===== src/hdl/scg_pkg.sv =====
/*
  Constants of the system clock generation unit: strap field layout,
  rate-mode encodings, reset values and divider codes.
  Assumes a single 40 MHz control clock drives every user of this package.
*/
package scg_pkg;

  // ----------------------------------------
  // Reset configuration word low layout
  // ----------------------------------------
  localparam int RCW_LOCAL_BUS_CLOCK_MODE_BIT = 31;
  localparam int RCW_MEMORY_CLOCK_MODE_BIT = 30;
  localparam int RCW_SYSTEM_VCO_DIVIDER_LSB = 28;
  localparam int RCW_SYSTEM_PLL_MULTIPLIER_LSB = 24;
  localparam int RCW_CORE_PLL_MULTIPLIER_LSB = 16;
  localparam int SYSTEM_PLL_MULTIPLIER_W = 4;
  localparam int CORE_PLL_MULTIPLIER_W = 7;
  localparam int RATIO_W = 5;

  // ----------------------------------------
  // System multiplier codes
  // ----------------------------------------
  localparam logic [SYSTEM_PLL_MULTIPLIER_W-1:0] SYSTEM_PLL_MULTIPLIER_MIN_LEGAL = 4'h2;

  // ----------------------------------------
  // Peripheral rate modes
  // ----------------------------------------
  localparam logic [1:0] MODE_OFF = 2'h0;
  localparam logic [1:0] MODE_FULL = 2'h1;
  localparam logic [1:0] MODE_HALF = 2'h2;
  localparam logic [1:0] MODE_THIRD = 2'h3;
  localparam logic [1:0] MODE_RESET_DEFAULT = MODE_THIRD;
  localparam logic [1:0] MODE_RESET_PCI = MODE_FULL;

  // ----------------------------------------
  // Local bus divider codes (half periods)
  // ----------------------------------------
  localparam logic [1:0] LBDIV_2 = 2'h0;
  localparam logic [1:0] LBDIV_4 = 2'h1;
  localparam logic [1:0] LBDIV_8 = 2'h2;
  localparam logic [2:0] LB_HALF_2 = 3'h1;
  localparam logic [2:0] LB_HALF_4 = 3'h2;
  localparam logic [2:0] LB_HALF_8 = 3'h4;

endpackage : scg_pkg


===== src/hdl/scg_unit_div.sv =====
/*
  One peripheral clock divider: emits a one-cycle tick per unit period,
  at full, half or third of the system bus tick rate, or none when off.
  Assumes csb_tick_in is a single-cycle pulse on mclk_in.
*/
`timescale 1ns/1ps
module scg_unit_div
  import scg_pkg::*;
#(
  parameter logic [1:0] RESET_MODE = MODE_RESET_DEFAULT,
  parameter bit FULL_ONLY = 1'b0
) (
  // Clock and reset
  input wire logic mclk_in,
  input wire logic resetn_in,
  // Control
  input wire logic csb_tick_in,
  input wire logic [1:0] mode_in,
  // Result
  output logic unit_tick_out,
  output logic [1:0] mode_out
);

  logic [1:0] count_ff;
  logic [1:0] mode_ff;
  logic tick_ff;
  logic [1:0] nxt_mode;

  function automatic logic [1:0] reload(input logic [1:0] m);
    unique case (m)
      MODE_HALF: reload = 2'h1;
      MODE_THIRD: reload = 2'h2;
      default: reload = 2'h0;
    endcase
  endfunction : reload

  // Restricted units keep their mode on an illegal request
  always_comb begin
    nxt_mode = mode_in;
    if (FULL_ONLY && (mode_in == MODE_HALF || mode_in == MODE_THIRD)) begin
      nxt_mode = mode_ff;
    end
  end

  // ----------------------------------------
  // Period counter
  // ----------------------------------------
  // switch only at boundary
  always_ff @(posedge mclk_in or negedge resetn_in) begin
    if (!resetn_in) begin
      count_ff <= 2'h0;
      mode_ff <= RESET_MODE;
      tick_ff <= 1'b0;
    end else if (csb_tick_in) begin
      if (count_ff == 2'h0) begin
        mode_ff <= nxt_mode;
        count_ff <= reload(nxt_mode);
        tick_ff <= (nxt_mode != MODE_OFF);
      end else begin
        count_ff <= count_ff - 2'h1;
        tick_ff <= 1'b0;
      end
    end else begin
      tick_ff <= 1'b0;
    end
  end

  assign unit_tick_out = tick_ff;
  assign mode_out = mode_ff;
endmodule : scg_unit_div


===== src/hdl/scg_top.sv =====
/*
  System clock generation unit, modelled on one control clock: primary
  clock choice, sync and bus clock outputs, ratio results from reset
  straps, memory and local bus clocks, peripheral rate dividers.
  Assumes mclk_in stands for the fastest internal clock (twice the system
  bus rate); derived clocks are shown as ticks and toggled levels.
*/
`timescale 1ns/1ps
module scg_top
  import scg_pkg::*;
#(
  parameter int NUM_BUS_OUT = 3,
  parameter int NUM_UNITS = 6,
  parameter int PCI_UNIT_IDX = 4,
  parameter int NUM_LB_OUT = 3
) (
  // Clock and reset
  input wire logic mclk_in,
  input wire logic resetn_in,
  // Straps
  input wire logic host_mode_in,
  input wire logic ref_halve_select_in,
  input wire logic [31:0] reset_config_word_low_in,
  // Clock pins
  input wire logic host_ref_clock_in,
  input wire logic pci_bus_clock_in,
  input wire logic sync_clock_in,
  // Control
  input wire logic [NUM_BUS_OUT-1:0] bus_clock_out_enable_n_in,
  input wire logic [1:0] local_bus_divider_in,
  input wire logic [2*NUM_UNITS-1:0] peripheral_clock_ctrl_reg_in,
  // Primary and bus clocks
  output logic primary_clock_out,
  output logic sync_clock_out,
  output logic sync_seen_out,
  output logic [NUM_BUS_OUT-1:0] bus_clock_out_n,
  // Ratios
  output logic cfg_loaded_out,
  output logic system_pll_multiplier_reserved_out,
  output logic [RATIO_W-1:0] csb_ratio_out,
  output logic [CORE_PLL_MULTIPLIER_W-1:0] core_pll_multiplier_out,
  // Derived clocks
  output logic csb_tick_out,
  output logic ddr_tick_out,
  output logic ddr_data_strobe_out,
  output logic memory_clock_out,
  output logic memory_clock_out_b,
  output logic lbiu_tick_out,
  output logic [NUM_LB_OUT-1:0] local_bus_clock_out,
  output logic [NUM_UNITS-1:0] unit_tick_out
);

  // ----------------------------------------
  // Pin synchronisers
  // ----------------------------------------
  logic [2:0] pin_s1_ff, pin_s2_ff;
  logic [33:0] strap_s1_ff, strap_s2_ff;

  always_ff @(posedge mclk_in or negedge resetn_in) begin
    if (!resetn_in) begin
      pin_s1_ff <= 3'h0;
      pin_s2_ff <= 3'h0;
      strap_s1_ff <= 34'h0;
      strap_s2_ff <= 34'h0;
    end else begin
      pin_s1_ff <= {sync_clock_in, pci_bus_clock_in, host_ref_clock_in};
      pin_s2_ff <= pin_s1_ff;
      strap_s1_ff <= {host_mode_in, ref_halve_select_in, reset_config_word_low_in};
      strap_s2_ff <= strap_s1_ff;
    end
  end

  // ----------------------------------------
  // Strap capture after reset release
  // ----------------------------------------
  // Two edges of settling so the captured word has crossed the synchroniser
  logic [1:0] settle_ff;
  logic cfg_loaded_ff, host_mode_ff, halve_ff, memory_clock_mode_ff, local_bus_clock_mode_ff;
  logic [SYSTEM_PLL_MULTIPLIER_W-1:0] system_pll_multiplier_ff;
  logic [CORE_PLL_MULTIPLIER_W-1:0] core_pll_multiplier_ff;

  always_ff @(posedge mclk_in or negedge resetn_in) begin
    if (!resetn_in) begin
      settle_ff <= 2'h0;
      cfg_loaded_ff <= 1'b0;
      host_mode_ff <= 1'b0;
      halve_ff <= 1'b0;
      memory_clock_mode_ff <= 1'b0;
      local_bus_clock_mode_ff <= 1'b0;
      system_pll_multiplier_ff <= 4'h0;
      core_pll_multiplier_ff <= 7'h00;
    end else if (!cfg_loaded_ff) begin
      settle_ff <= settle_ff + 2'h1;
      if (settle_ff == 2'h2) begin
        cfg_loaded_ff <= 1'b1;
        host_mode_ff <= strap_s2_ff[33];
        halve_ff <= strap_s2_ff[32];
        memory_clock_mode_ff <= strap_s2_ff[RCW_MEMORY_CLOCK_MODE_BIT];
        local_bus_clock_mode_ff <= strap_s2_ff[RCW_LOCAL_BUS_CLOCK_MODE_BIT];
        system_pll_multiplier_ff <= strap_s2_ff[RCW_SYSTEM_PLL_MULTIPLIER_LSB +: SYSTEM_PLL_MULTIPLIER_W];
        core_pll_multiplier_ff <= strap_s2_ff[RCW_CORE_PLL_MULTIPLIER_LSB +: CORE_PLL_MULTIPLIER_W];
      end
    end
  end

  // ----------------------------------------
  // Ratio results
  // ----------------------------------------
  logic reserved_ff;
  logic [RATIO_W-1:0] ratio_ff;
  logic [CORE_PLL_MULTIPLIER_W-1:0] core_ff;

  // reserved codes give no ratio; ratio equation
  always_ff @(posedge mclk_in or negedge resetn_in) begin
    if (!resetn_in) begin
      reserved_ff <= 1'b0;
      ratio_ff <= 5'h00;
      core_ff <= 7'h00;
    end else begin
      reserved_ff <= cfg_loaded_ff && (system_pll_multiplier_ff < SYSTEM_PLL_MULTIPLIER_MIN_LEGAL);
      core_ff <= core_pll_multiplier_ff;
      if (!cfg_loaded_ff || system_pll_multiplier_ff < SYSTEM_PLL_MULTIPLIER_MIN_LEGAL) begin
        ratio_ff <= 5'h00;
      end else begin
        ratio_ff <= halve_ff ? {system_pll_multiplier_ff, 1'b0} : {1'b0, system_pll_multiplier_ff};
      end
    end
  end

  // ----------------------------------------
  // Primary, sync and bus clock outputs
  // ----------------------------------------
  logic primary_ff, sync_ff, seen_ff, sync_in_d_ff;
  logic [NUM_BUS_OUT-1:0] bus_ff;

  // role selects source; whole or halved
  always_ff @(posedge mclk_in or negedge resetn_in) begin
    if (!resetn_in) begin
      primary_ff <= 1'b0;
      sync_ff <= 1'b0;
    end else if (cfg_loaded_ff) begin
      primary_ff <= host_mode_ff ? pin_s2_ff[0] : pin_s2_ff[1];
      if (!host_mode_ff) begin
        sync_ff <= 1'b0;
      end else if (!halve_ff) begin
        sync_ff <= primary_ff;
      end else if (!primary_ff && (pin_s2_ff[0])) begin
        sync_ff <= ~sync_ff;
      end
    end
  end

  always_ff @(posedge mclk_in or negedge resetn_in) begin
    if (!resetn_in) begin
      bus_ff <= '0;
    end else begin
      bus_ff <= bus_clock_out_enable_n_in & {NUM_BUS_OUT{sync_ff}};
    end
  end

  // loopback seen once the sync input moves
  always_ff @(posedge mclk_in or negedge resetn_in) begin
    if (!resetn_in) begin
      sync_in_d_ff <= 1'b0;
      seen_ff <= 1'b0;
    end else begin
      sync_in_d_ff <= pin_s2_ff[2];
      if (pin_s2_ff[2] != sync_in_d_ff) begin
        seen_ff <= 1'b1;
      end
    end
  end

  // ----------------------------------------
  // Bus, memory and local bus clocks
  // ----------------------------------------
  logic phase_ff, csb_ff, ddr_ff, mck_ff, mck_b_ff, lbiu_ff;
  logic [NUM_LB_OUT-1:0] local_bus_clock_out_ff;
  logic [2:0] lb_cnt_ff;
  logic nxt_csb, nxt_ddr, nxt_lbiu;

  function automatic logic [2:0] lb_half(input logic [1:0] code);
    unique case (code)
      LBDIV_2: lb_half = LB_HALF_2;
      LBDIV_4: lb_half = LB_HALF_4;
      default: lb_half = LB_HALF_8;
    endcase
  endfunction : lb_half

  assign nxt_csb = cfg_loaded_ff && phase_ff;
  // memory clock one or two times bus clock
  assign nxt_ddr = cfg_loaded_ff && (memory_clock_mode_ff || phase_ff);
  // local bus unit one or two times bus clock
  assign nxt_lbiu = cfg_loaded_ff && (local_bus_clock_mode_ff || phase_ff);

  always_ff @(posedge mclk_in or negedge resetn_in) begin
    if (!resetn_in) begin
      phase_ff <= 1'b0;
      csb_ff <= 1'b0;
      ddr_ff <= 1'b0;
      lbiu_ff <= 1'b0;
    end else begin
      phase_ff <= cfg_loaded_ff && !phase_ff;
      csb_ff <= nxt_csb;
      ddr_ff <= nxt_ddr;
      lbiu_ff <= nxt_lbiu;
    end
  end

  always_ff @(posedge mclk_in or negedge resetn_in) begin
    if (!resetn_in) begin
      mck_ff <= 1'b0;
    end else if (nxt_ddr) begin
      mck_ff <= ~mck_ff;
    end
  end

  // complement leg kept in its own flop, no gate on the pin
  always_ff @(posedge mclk_in or negedge resetn_in) begin
    if (!resetn_in) begin
      mck_b_ff <= 1'b1;
    end else if (nxt_ddr) begin
      mck_b_ff <= mck_ff;
    end
  end

  // divide by 2, 4 or 8
  always_ff @(posedge mclk_in or negedge resetn_in) begin
    if (!resetn_in) begin
      lb_cnt_ff <= 3'h0;
      local_bus_clock_out_ff <= '0;
    end else if (nxt_lbiu) begin
      if (lb_cnt_ff + 3'h1 >= lb_half(local_bus_divider_in)) begin
        lb_cnt_ff <= 3'h0;
        local_bus_clock_out_ff <= ~local_bus_clock_out_ff;
      end else begin
        lb_cnt_ff <= lb_cnt_ff + 3'h1;
      end
    end
  end

  // ----------------------------------------
  // Peripheral dividers
  // ----------------------------------------
  logic [NUM_UNITS-1:0] unit_tick;
  logic [2*NUM_UNITS-1:0] unit_mode;

  for (genvar u = 0; u < NUM_UNITS; u++) begin : g_unit
    scg_unit_div #(
      .RESET_MODE(u == PCI_UNIT_IDX ? MODE_RESET_PCI : MODE_RESET_DEFAULT),
      .FULL_ONLY(u == PCI_UNIT_IDX)
    ) u_div (
      .mclk_in(mclk_in),
      .resetn_in(resetn_in),
      .csb_tick_in(csb_ff),
      .mode_in(peripheral_clock_ctrl_reg_in[2*u +: 2]),
      .unit_tick_out(unit_tick[u]),
      .mode_out(unit_mode[2*u +: 2])
    );
  end

  // ----------------------------------------
  // Outputs
  // ----------------------------------------
  assign primary_clock_out = primary_ff;
  assign sync_clock_out = sync_ff;
  assign sync_seen_out = seen_ff;
  assign bus_clock_out_n = bus_ff;
  assign cfg_loaded_out = cfg_loaded_ff;
  assign system_pll_multiplier_reserved_out = reserved_ff;
  assign csb_ratio_out = ratio_ff;
  assign core_pll_multiplier_out = core_ff;
  assign csb_tick_out = csb_ff;
  assign ddr_tick_out = ddr_ff;
  // data strobe at memory controller rate
  assign ddr_data_strobe_out = ddr_ff;
  assign memory_clock_out = mck_ff;
  assign memory_clock_out_b = mck_b_ff;
  assign lbiu_tick_out = lbiu_ff;
  assign local_bus_clock_out = local_bus_clock_out_ff;
  assign unit_tick_out = unit_tick;
endmodule : scg_top


===== config.mk =====
export PLATFORM = sky130hd
export DESIGN_NAME = scg_top
export DESIGN_NICKNAME = d
export VERILOG_FILES = /design/src/hdl/scg_pkg.sv /design/src/hdl/scg_unit_div.sv /design/src/hdl/scg_top.sv
export SDC_FILE = /design/constraint.sdc
export NUM_CORES = 1
export LEC_CHECK = 0
export ABC_AREA = 1
export BUFFER_PORTS_ARGS = -buffer_cell sky130_fd_sc_hd__buf_2
export CAP_MARGIN = 20
export CORE_MARGIN = 2
export CORE_UTILIZATION = 45
export CTS_BUF_LIST = sky130_fd_sc_hd__clkbuf_4
export DETAILED_ROUTE_END_ITERATION = 7
export GPL_TIMING_DRIVEN = 1
export PLACE_DENSITY = 0.69
export SLEW_MARGIN = 30
export SYNTH_ARGS = -nofsm -noshare
export SYNTH_HDL_FRONTEND = slang
export SYNTH_SLANG_ARGS = --single-unit

===== constraint.sdc =====
create_clock -name mclk_in -period 4.9 [get_ports mclk_in]
set_clock_uncertainty 0.15 [all_clocks]
set_input_delay 0.49 -clock mclk_in [delete_from_list [all_inputs] [get_ports mclk_in]]
set_output_delay 0.49 -clock mclk_in [all_outputs]
set_load 0.02 [all_outputs]

==> results.sh, run 1 <==
export IMPL_clk_path_buf_depth=2
export IMPL_rsz0062_at_grt="false"
export IMPL_ir_drop_mv=0.1723
export IMPL_vias=2429
export IMPL_diodes=0
export IMPL_setup_violations=0
export IMPL_power_density_mw_per_mm2=387.0
export IMPL_drt_pass1_iterations=4
export IMPL_antenna_left=0
export IMPL_netlist_area_mm2=0.003749
export IMPL_dieArea_mm2=0.009076
export IMPL_required_ns=5.14
export IMPL_path_class="flop to flop"
export IMPL_final_net_count=487
export IMPL_met2_usage_pct=23.42
export IMPL_root_buffer="clkbuf_4"
export IMPL_syn_inst=337
export IMPL_grt_start_max_net_pins=73
export IMPL_wl_per_cell_um=10.90
export IMPL_pre_cts_ws_ns=2.836
export IMPL_crit_path_start_kind="flop"
export IMPL_yosys_register_bits=106
export IMPL_crit_path_end_kind="flop"
export IMPL_htreeDepth=3
export IMPL_finalHoldViolCount=0
export IMPL_cts_buffers=9
export IMPL_num_rows=33
export IMPL_viasPerCell=4.532
export IMPL_grt_pass1_vias=2350
export IMPL_clkTransAtPathRegs_ns=0.15
export IMPL_grt_busiest_layer="met2"
export IMPL_cp_max_fo=6
export IMPL_finalPower_uw=1736
export IMPL_initial_core_util_pct=46.09
export IMPL_dpl_hpwl_um=3984
export IMPL_period_needed_ns=2.089
export IMPL_grt_overflow_total=0
export IMPL_portBuffers=71
export IMPL_fin_ws_ns=2.811
export IMPL_fp_dieW_um=95.27
export IMPL_gpl_final_weighted_congestion=0.7494
export IMPL_arrival_ns=2.33
export IMPL_postSynthAreaPerCell_um2=11.12
export IMPL_synthDistinctLibCells=29
export IMPL_holdCritPathClass="input port to flop"
export IMPL_fillers=708
export IMPL_fmax_mhz=478.6
export IMPL_cts_tree="built"
export IMPL_drtIter0Drc=103
export IMPL_synth_fp_nets=398
export IMPL_grt_antenna_before_repair=0
export IMPL_ys_warn_count=0
export IMPL_area_growth_pct=19.66
export IMPL_period_share_pct=42.64
export IMPL_status="completed"
export IMPL_clock_latency_ns=0.44
export IMPL_max_slew_margin_pct=59.33
export IMPL_fin_tns_setup_ns=0
export IMPL_postCtsResizedCells=0
export IMPL_grt_usage_pct=14.39
export IMPL_grt_use_met3_pct=2.846
export IMPL_tightestPinTransition_ns=0.6100
export IMPL_gr_usage_met1_pct=17.82
export IMPL_drive_gt1_share_pct=21.81
export IMPL_power_leakage_uw=0.002371
export IMPL_drv_cap=0
export IMPL_drc_errors=0
export IMPL_grt_pass1_wl_um=9949
export IMPL_drt_wl_total_um=5845
export IMPL_clock_sinks=106
export IMPL_die_h_um=95.27
export IMPL_core_mm2=0.008134
export IMPL_drv_slew=0
export IMPL_ios=91
export IMPL_yosysSeqAreaShare_pct=70.83
[per-stage QoR]
step | utilization, % | instance area (um^2) | hold slack [ns] | std cells
finish | 55.15 | 4486 | 0.07463 | 536
global route | 55.15 | 4486 | 0.06349 | 536
CTS | 55.10 | 4482 | 0.04385 | 536
detailed placement | 51.10 | 4156 | 0.1847 | 501
global placement | 51.10 | 4156 | 0.1834 | 501
floorplan | - | 3749 | 0.04441 | 337
[metal layers]
metal  up-vias  routed length [um]
li1       1237                   -
met1      1126                2764
met2        58                2696
met3         8                 282
met4         0                 101
met5         -                   0
[final timing paths]
path                                         startpoint  cells past startpoint  slack [ns]                            endpoint
max reg2reg                    lb_cnt_ff[0]$_DFFE_PN0P_                      9        2.81  local_bus_clock_out[1]$_DFFE_PN0P_
min in group asynchronous                     resetn_in                      2        0.43              sync_in_d_ff$_DFF_PN0_
min reg2reg                   strap_s1_ff[20]$_DFF_PN0_                      0        0.21           strap_s2_ff[20]$_DFF_PN0_
max                            lb_cnt_ff[0]$_DFFE_PN0P_                      9        2.81  local_bus_clock_out[1]$_DFFE_PN0P_
max in group asynchronous                     resetn_in                      3        3.24      memory_clock_out_b$_DFFE_PN1P_
min                        bus_clock_out_enable_n_in[0]                      3        0.07        bus_clock_out_n[0]$_DFF_PN0_
[flip-flops by register name, indices dropped and copies added, names as in the netlist, 4 cells and up]
| signal | flops |
|---|---|
| csb_ratio_out | 5 |
| core_pll_multiplier_out | 7 |
| g_unit.u_div.unit_tick_out | 6 |
| strap_s1_ff | 15 |
| system_pll_multiplier_ff | 4 |
| g_unit.u_div.count_ff | 12 |
| core_pll_multiplier_ff | 7 |
| strap_s2_ff | 15 |
[timing repair]
item	CTS	global route
hold buffers	19	0
buffers inserted	0	0
endpoints found under the setup margin	0	0
hold endpoints to repair	29	0
[area by class of cell]
type | instances | area (um^2) | area share, %
repair buffers | 91 | 559.3 | 12.47
well taps | 105 | 131.4 | 2.929
clock buffers | 9 | 67.56 | 1.506
flip-flops and latches | 106 | 2655 | 59.19
clock inverters | 7 | 67.56 | 1.506
inverters | 31 | 118.9 | 2.650
multi-input cells | 187 | 885.9 | 19.75
[critical path, cell delays in order, from the launching register on]
cell     delay, ns
dfrtp_1       0.44
ha_1          0.22
xnor2_1       0.24
inv_1         0.07
ha_1          0.31
a21oi_1       0.18
nand2_1       0.18
nand2_1       0.14
nand2_1       0.06
nand2_1       0.05
[report_power, final]
part / leakage [uW] / internal (uW) / switching (uW)
Clock: 0.0000734 / 156 / 273
Combinational: 0.00103 / 119 / 184
Sequential: 0.00127 / 957 / 47.5
[cell usage in the layout, fill, tap and decap left out, types with 2 or more instances in the layout]
cell type	n
nand2_4	2
ha_1	5
inv_6	2
clkbuf_4	9
xnor2_1	2
nand3_1	22
clkinv_1	3
nor3_1	6
o21a_1	5
buf_2	70
inv_1	29
dlygate4sd3_1	19
nand2_1	87
dfstp_2	2
a21oi_1	8
nor2_1	22
o21ai_0	18
dfrtp_1	104
[synth_stat cells]
master,count,area share [%]
dfrtp_1,104,69
nand2_1,87,8.7
inv_1,29,2.9
nand3_1,22,2.9
nor2_1,22,2.2
o21ai_0,18,2.4
a21oi_1,8,1.1
buf_4,8,1.6
nor3_1,6,0.80
ha_1,5,1.7
o21a_1,5,1.0
buf_2,2,0.27
clkbuf_1,2,0.20
dfstp_2,2,1.4
nand2_4,2,0.60
xnor2_1,2,0.47
a21boi_0,1,0.20
a31oi_1,1,0.17
buf_6,1,0.30
inv_2,1,0.10
inv_4,1,0.17
nand2_2,1,0.17
nand4_1,1,0.17
nor2_2,1,0.17
o21ai_1,1,0.13
o22ai_1,1,0.17
o31ai_1,1,0.20
or2_2,1,0.17
xor2_1,1,0.23
[cells by family (layout without fill, tap and decap cells)]
group                    count (synthesis)  after routing  share of synthesized area, %
buffers and inverters                   44            138                         5.541
flip-flops                             106            106                         70.83
adder cells (fa/ha/maj)                  5              5                         1.669
XOR/XNOR                                 3              3                        0.7011
AND/OR/NAND/NOR                        143            143                         15.92
AO/OA/AOI/OAI                           36             36                         5.341
(Power assumes the default switching activity.)
==> run 2, diff against run 1 <==
Settings changed: ABC_AREA 1 to 0, PLACE_DENSITY 0.69 to 0.72.
Clock period 4.9 ns to 1.7 ns, I/O delays scaled along.
==> results.sh, run 2 <==
export IMPL_internal_power_uw=3814
export IMPL_cts_tree="built"
export IMPL_power_switching_uw=1424
export IMPL_ys_flop_type="dfrtp_1"
export IMPL_synth_common_cells="dfrtp_1, nand2_1, o21ai_0"
export IMPL_synthDistinctLibCells=34
export IMPL_yosysSeqAreaShare_pct=72.10
export IMPL_drt_pass1_iterations=4
export IMPL_ys_warn_count=0
export IMPL_violations="negative setup slack"
export IMPL_pre_cts_ws_ns=-0.1595
export IMPL_dpl_hpwl_um=3864
export IMPL_grt_antenna_before_repair=0
export IMPL_ir_drop_mv=0.5780
export IMPL_setup_violations=6
export IMPL_path_class="flop to flop"
export IMPL_final_common_cell="dfrtp_1"
export IMPL_htreeDepth=3
export IMPL_synth_area_leader_cell="dfrtp_1"
export IMPL_clkTransAtPathRegs_ns=0.16
export IMPL_cts_buffers=9
export IMPL_diodes=0
export IMPL_gpl_final_weighted_congestion=0.7739
export IMPL_drive_gt1_share_pct=31.90
export IMPL_tightestPinTransition_ns=0.4878
export IMPL_num_rows=32
export IMPL_status="finished, violations left"
export IMPL_fp_dieW_um=94.46
export IMPL_worstRegToRegCells=7
export IMPL_biggestRegsByFlops="strap_s1_ff x15, strap_s2_ff x15, g_unit.u_div.count_ff x12"
export IMPL_combPwrFrac_pct=17.7
export IMPL_final_net_count=451
export IMPL_clock_sinks=106
export IMPL_root_buffer="clkbuf_4"
export IMPL_rsz0062_at_grt="true"
export IMPL_fmax_mhz=535.5
export IMPL_required_ns=1.95
export IMPL_fin_ws_ns=-0.1674
export IMPL_period_share_pct=109.8
export IMPL_finalPower_uw=5237
export IMPL_die_h_um=94.46
export IMPL_max_slew_margin_pct=67.48
export IMPL_synth_area_leaders="dfrtp_1, mux2_2, o21ai_0"
export IMPL_pwr_share_clk_pct=27.4
export IMPL_synth_fp_nets=328
export IMPL_grt_overflow_total=0
export IMPL_finalHoldViolCount=0
export IMPL_yosysMostFrequentCell="dfrtp_1"
export IMPL_netlist_area_mm2=0.003682
export IMPL_drtIter0Drc=76
export IMPL_initial_core_util_pct=46.92
export IMPL_mostFrequentLayoutCells="dfrtp_1, buf_2, dlygate4sd3_1, nand2_1, o21ai_0"
export IMPL_grt_pass1_vias=2265
export IMPL_viasPerCell=4.606
export IMPL_grt_start_max_net_pins=38
export IMPL_p_seq_share_pct=54.9
export IMPL_switching_share_pct=27.18
export IMPL_yosys_register_bits=106
export IMPL_area_growth_pct=30.38
export IMPL_drv_slew=0
export IMPL_syn_inst=267
export IMPL_core_mm2=0.007848
export IMPL_crit_path_end_kind="flop"
export IMPL_postSynthAreaPerCell_um2=13.79
export IMPL_holdCritPathClass="input port to asynchronous set/reset pin"
export IMPL_ios=91
export IMPL_cp_max_fo=5
export IMPL_period_needed_ns=1.867
export IMPL_arrival_ns=2.12
export IMPL_crit_path_start_kind="flop"
export IMPL_clock_latency_ns=0.45
export IMPL_wl_per_cell_um=12.14
export IMPL_synth_top_cell_area_share_pct=70.68
export IMPL_drc_errors=0
export IMPL_drv_cap=0
export IMPL_portBuffers=71
export IMPL_fin_tns_setup_ns=-0.6827
export IMPL_drt_wl_total_um=6032
export IMPL_grt_pass1_wl_um=10010
export IMPL_synth_edf_count=0
export IMPL_power_leakage_uw=0.002366
export IMPL_clk_path_buf_depth=2
export IMPL_fin_util_pct=61.18
export IMPL_grt_usage_pct=14.84
export IMPL_power_density_mw_per_mm2=1091
export IMPL_dieArea_mm2=0.008923
export IMPL_r2r_slack_ns=-0.17
export IMPL_antenna_left=0
export IMPL_synth_async_reset_ratio_pct=100.0
export IMPL_vias=2289
run 2: changes by cell type after synthesis, sizes merged, moves of 5 or more:
cell,delta
a21o,+7
and2,+5
inv,-18
mux2,+15
nand2,-69
nand3,-20
nor2,-12
nor2b,+6
nor3,+7
o21a,-5
or2b,+5
run 2: routing by layer:
layer | GRT usage [%] | wire, um | vias up | part of all wire (%)
met4 | 6.884 | 125 | 0 | 2.1
met1 | 17.01 | 2561 | 1087 | 42
met3 | 4.709 | 378 | 11 | 6.3
met5 | 0 | 0 | - | 0
li1 | - | - | 1127 | -
met2 | 25.42 | 2967 | 64 | 49
run 2: logic make-up (layout without fill, tap and decap cells):
family / count (synthesis) / after routing / synth area share (%)
buf+inv: 24 / 152 / 3.432
simple gates: 69 / 69 / 9.685
xor+xnor: 7 / 7 / 1.665
fa+ha+maj: 5 / 5 / 1.699
compound gates: 37 / 37 / 5.743
flops: 106 / 106 / 72.10
mux: 19 / 19 / 5.674
run 2: layout make-up:
| cell class | count | area [um^2] |
|---|---|---|
| Clock buffer | 9 | 67.56 |
| Multi-Input combinational cell | 137 | 929.6 |
| Tap cell | 102 | 127.6 |
| Sequential cell | 106 | 2655 |
| Timing Repair Buffer | 123 | 870.8 |
| Inverter | 13 | 48.80 |
| Clock inverter | 7 | 101.3 |
| Fill cell | 614 | 3047 |
run 2: what timing repair did:
| item | 4_1_cts | 5_1_grt |
|---|---|---|
| endpoints found under the setup margin | 6 | 6 |
| hold endpoints to repair | 146 | 0 |
| hold buffers | 39 | 0 |
| pin swaps | 2 | 1 |
| setup buffers | 0 | 0 |
| gates resized for setup | 2 | 0 |
run 2: worst paths after layout:
| check | start | to |
|---|---|---|
| max | lb_cnt_ff[1]$_DFFE_PN0P_ | lb_cnt_ff[2]$_DFFE_PN0P_ |
| min | resetn_in | g_unit[2].u_div.unit_tick_out$_DFF_PN0_ |
| max reg2reg | lb_cnt_ff[1]$_DFFE_PN0P_ | lb_cnt_ff[2]$_DFFE_PN0P_ |
| min reg2reg | strap_s1_ff[25]$_DFF_PN0_ | strap_s2_ff[25]$_DFF_PN0_ |
| max in group asynchronous | resetn_in | halve_ff$_DFFE_PN0P_ |
| min in group mclk_in | local_bus_divider_in[1] | lb_cnt_ff[1]$_DFFE_PN0P_ |
run 2: metrics by stage:
step           std cells  hold slack, ns  instance area (um^2)
2_1_floorplan        267         -0.2756                  3697
3_3_place_gp         442         0.01701                  4230
3_5_place_dp         442         0.01852                  4230
4_1_cts              497         0.04236                  4801
5_1_grt              497         0.05776                  4801
6_report             497         0.05135                  4801
run 2: worst max-delay path, cell delays in order, from the launching register on:
cell and delay (ns):
dfrtp_1 0.42, ha_2 0.20, xor2_1 0.14, ha_1 0.30
a21oi_2 0.18, o21ai_4 0.10, nor4b_2 0.22, a21o_1 0.11
run 2: power groups by stage:
stage               Combinational, uW  Sequential (uW)  Clock, uW
finish                            924             2880       1440
global route                     1030             2910       1590
CTS                               940             2880       1490
detailed placement                828             2930          0
global placement                  794             2920          0
floorplan                         404             3030          0
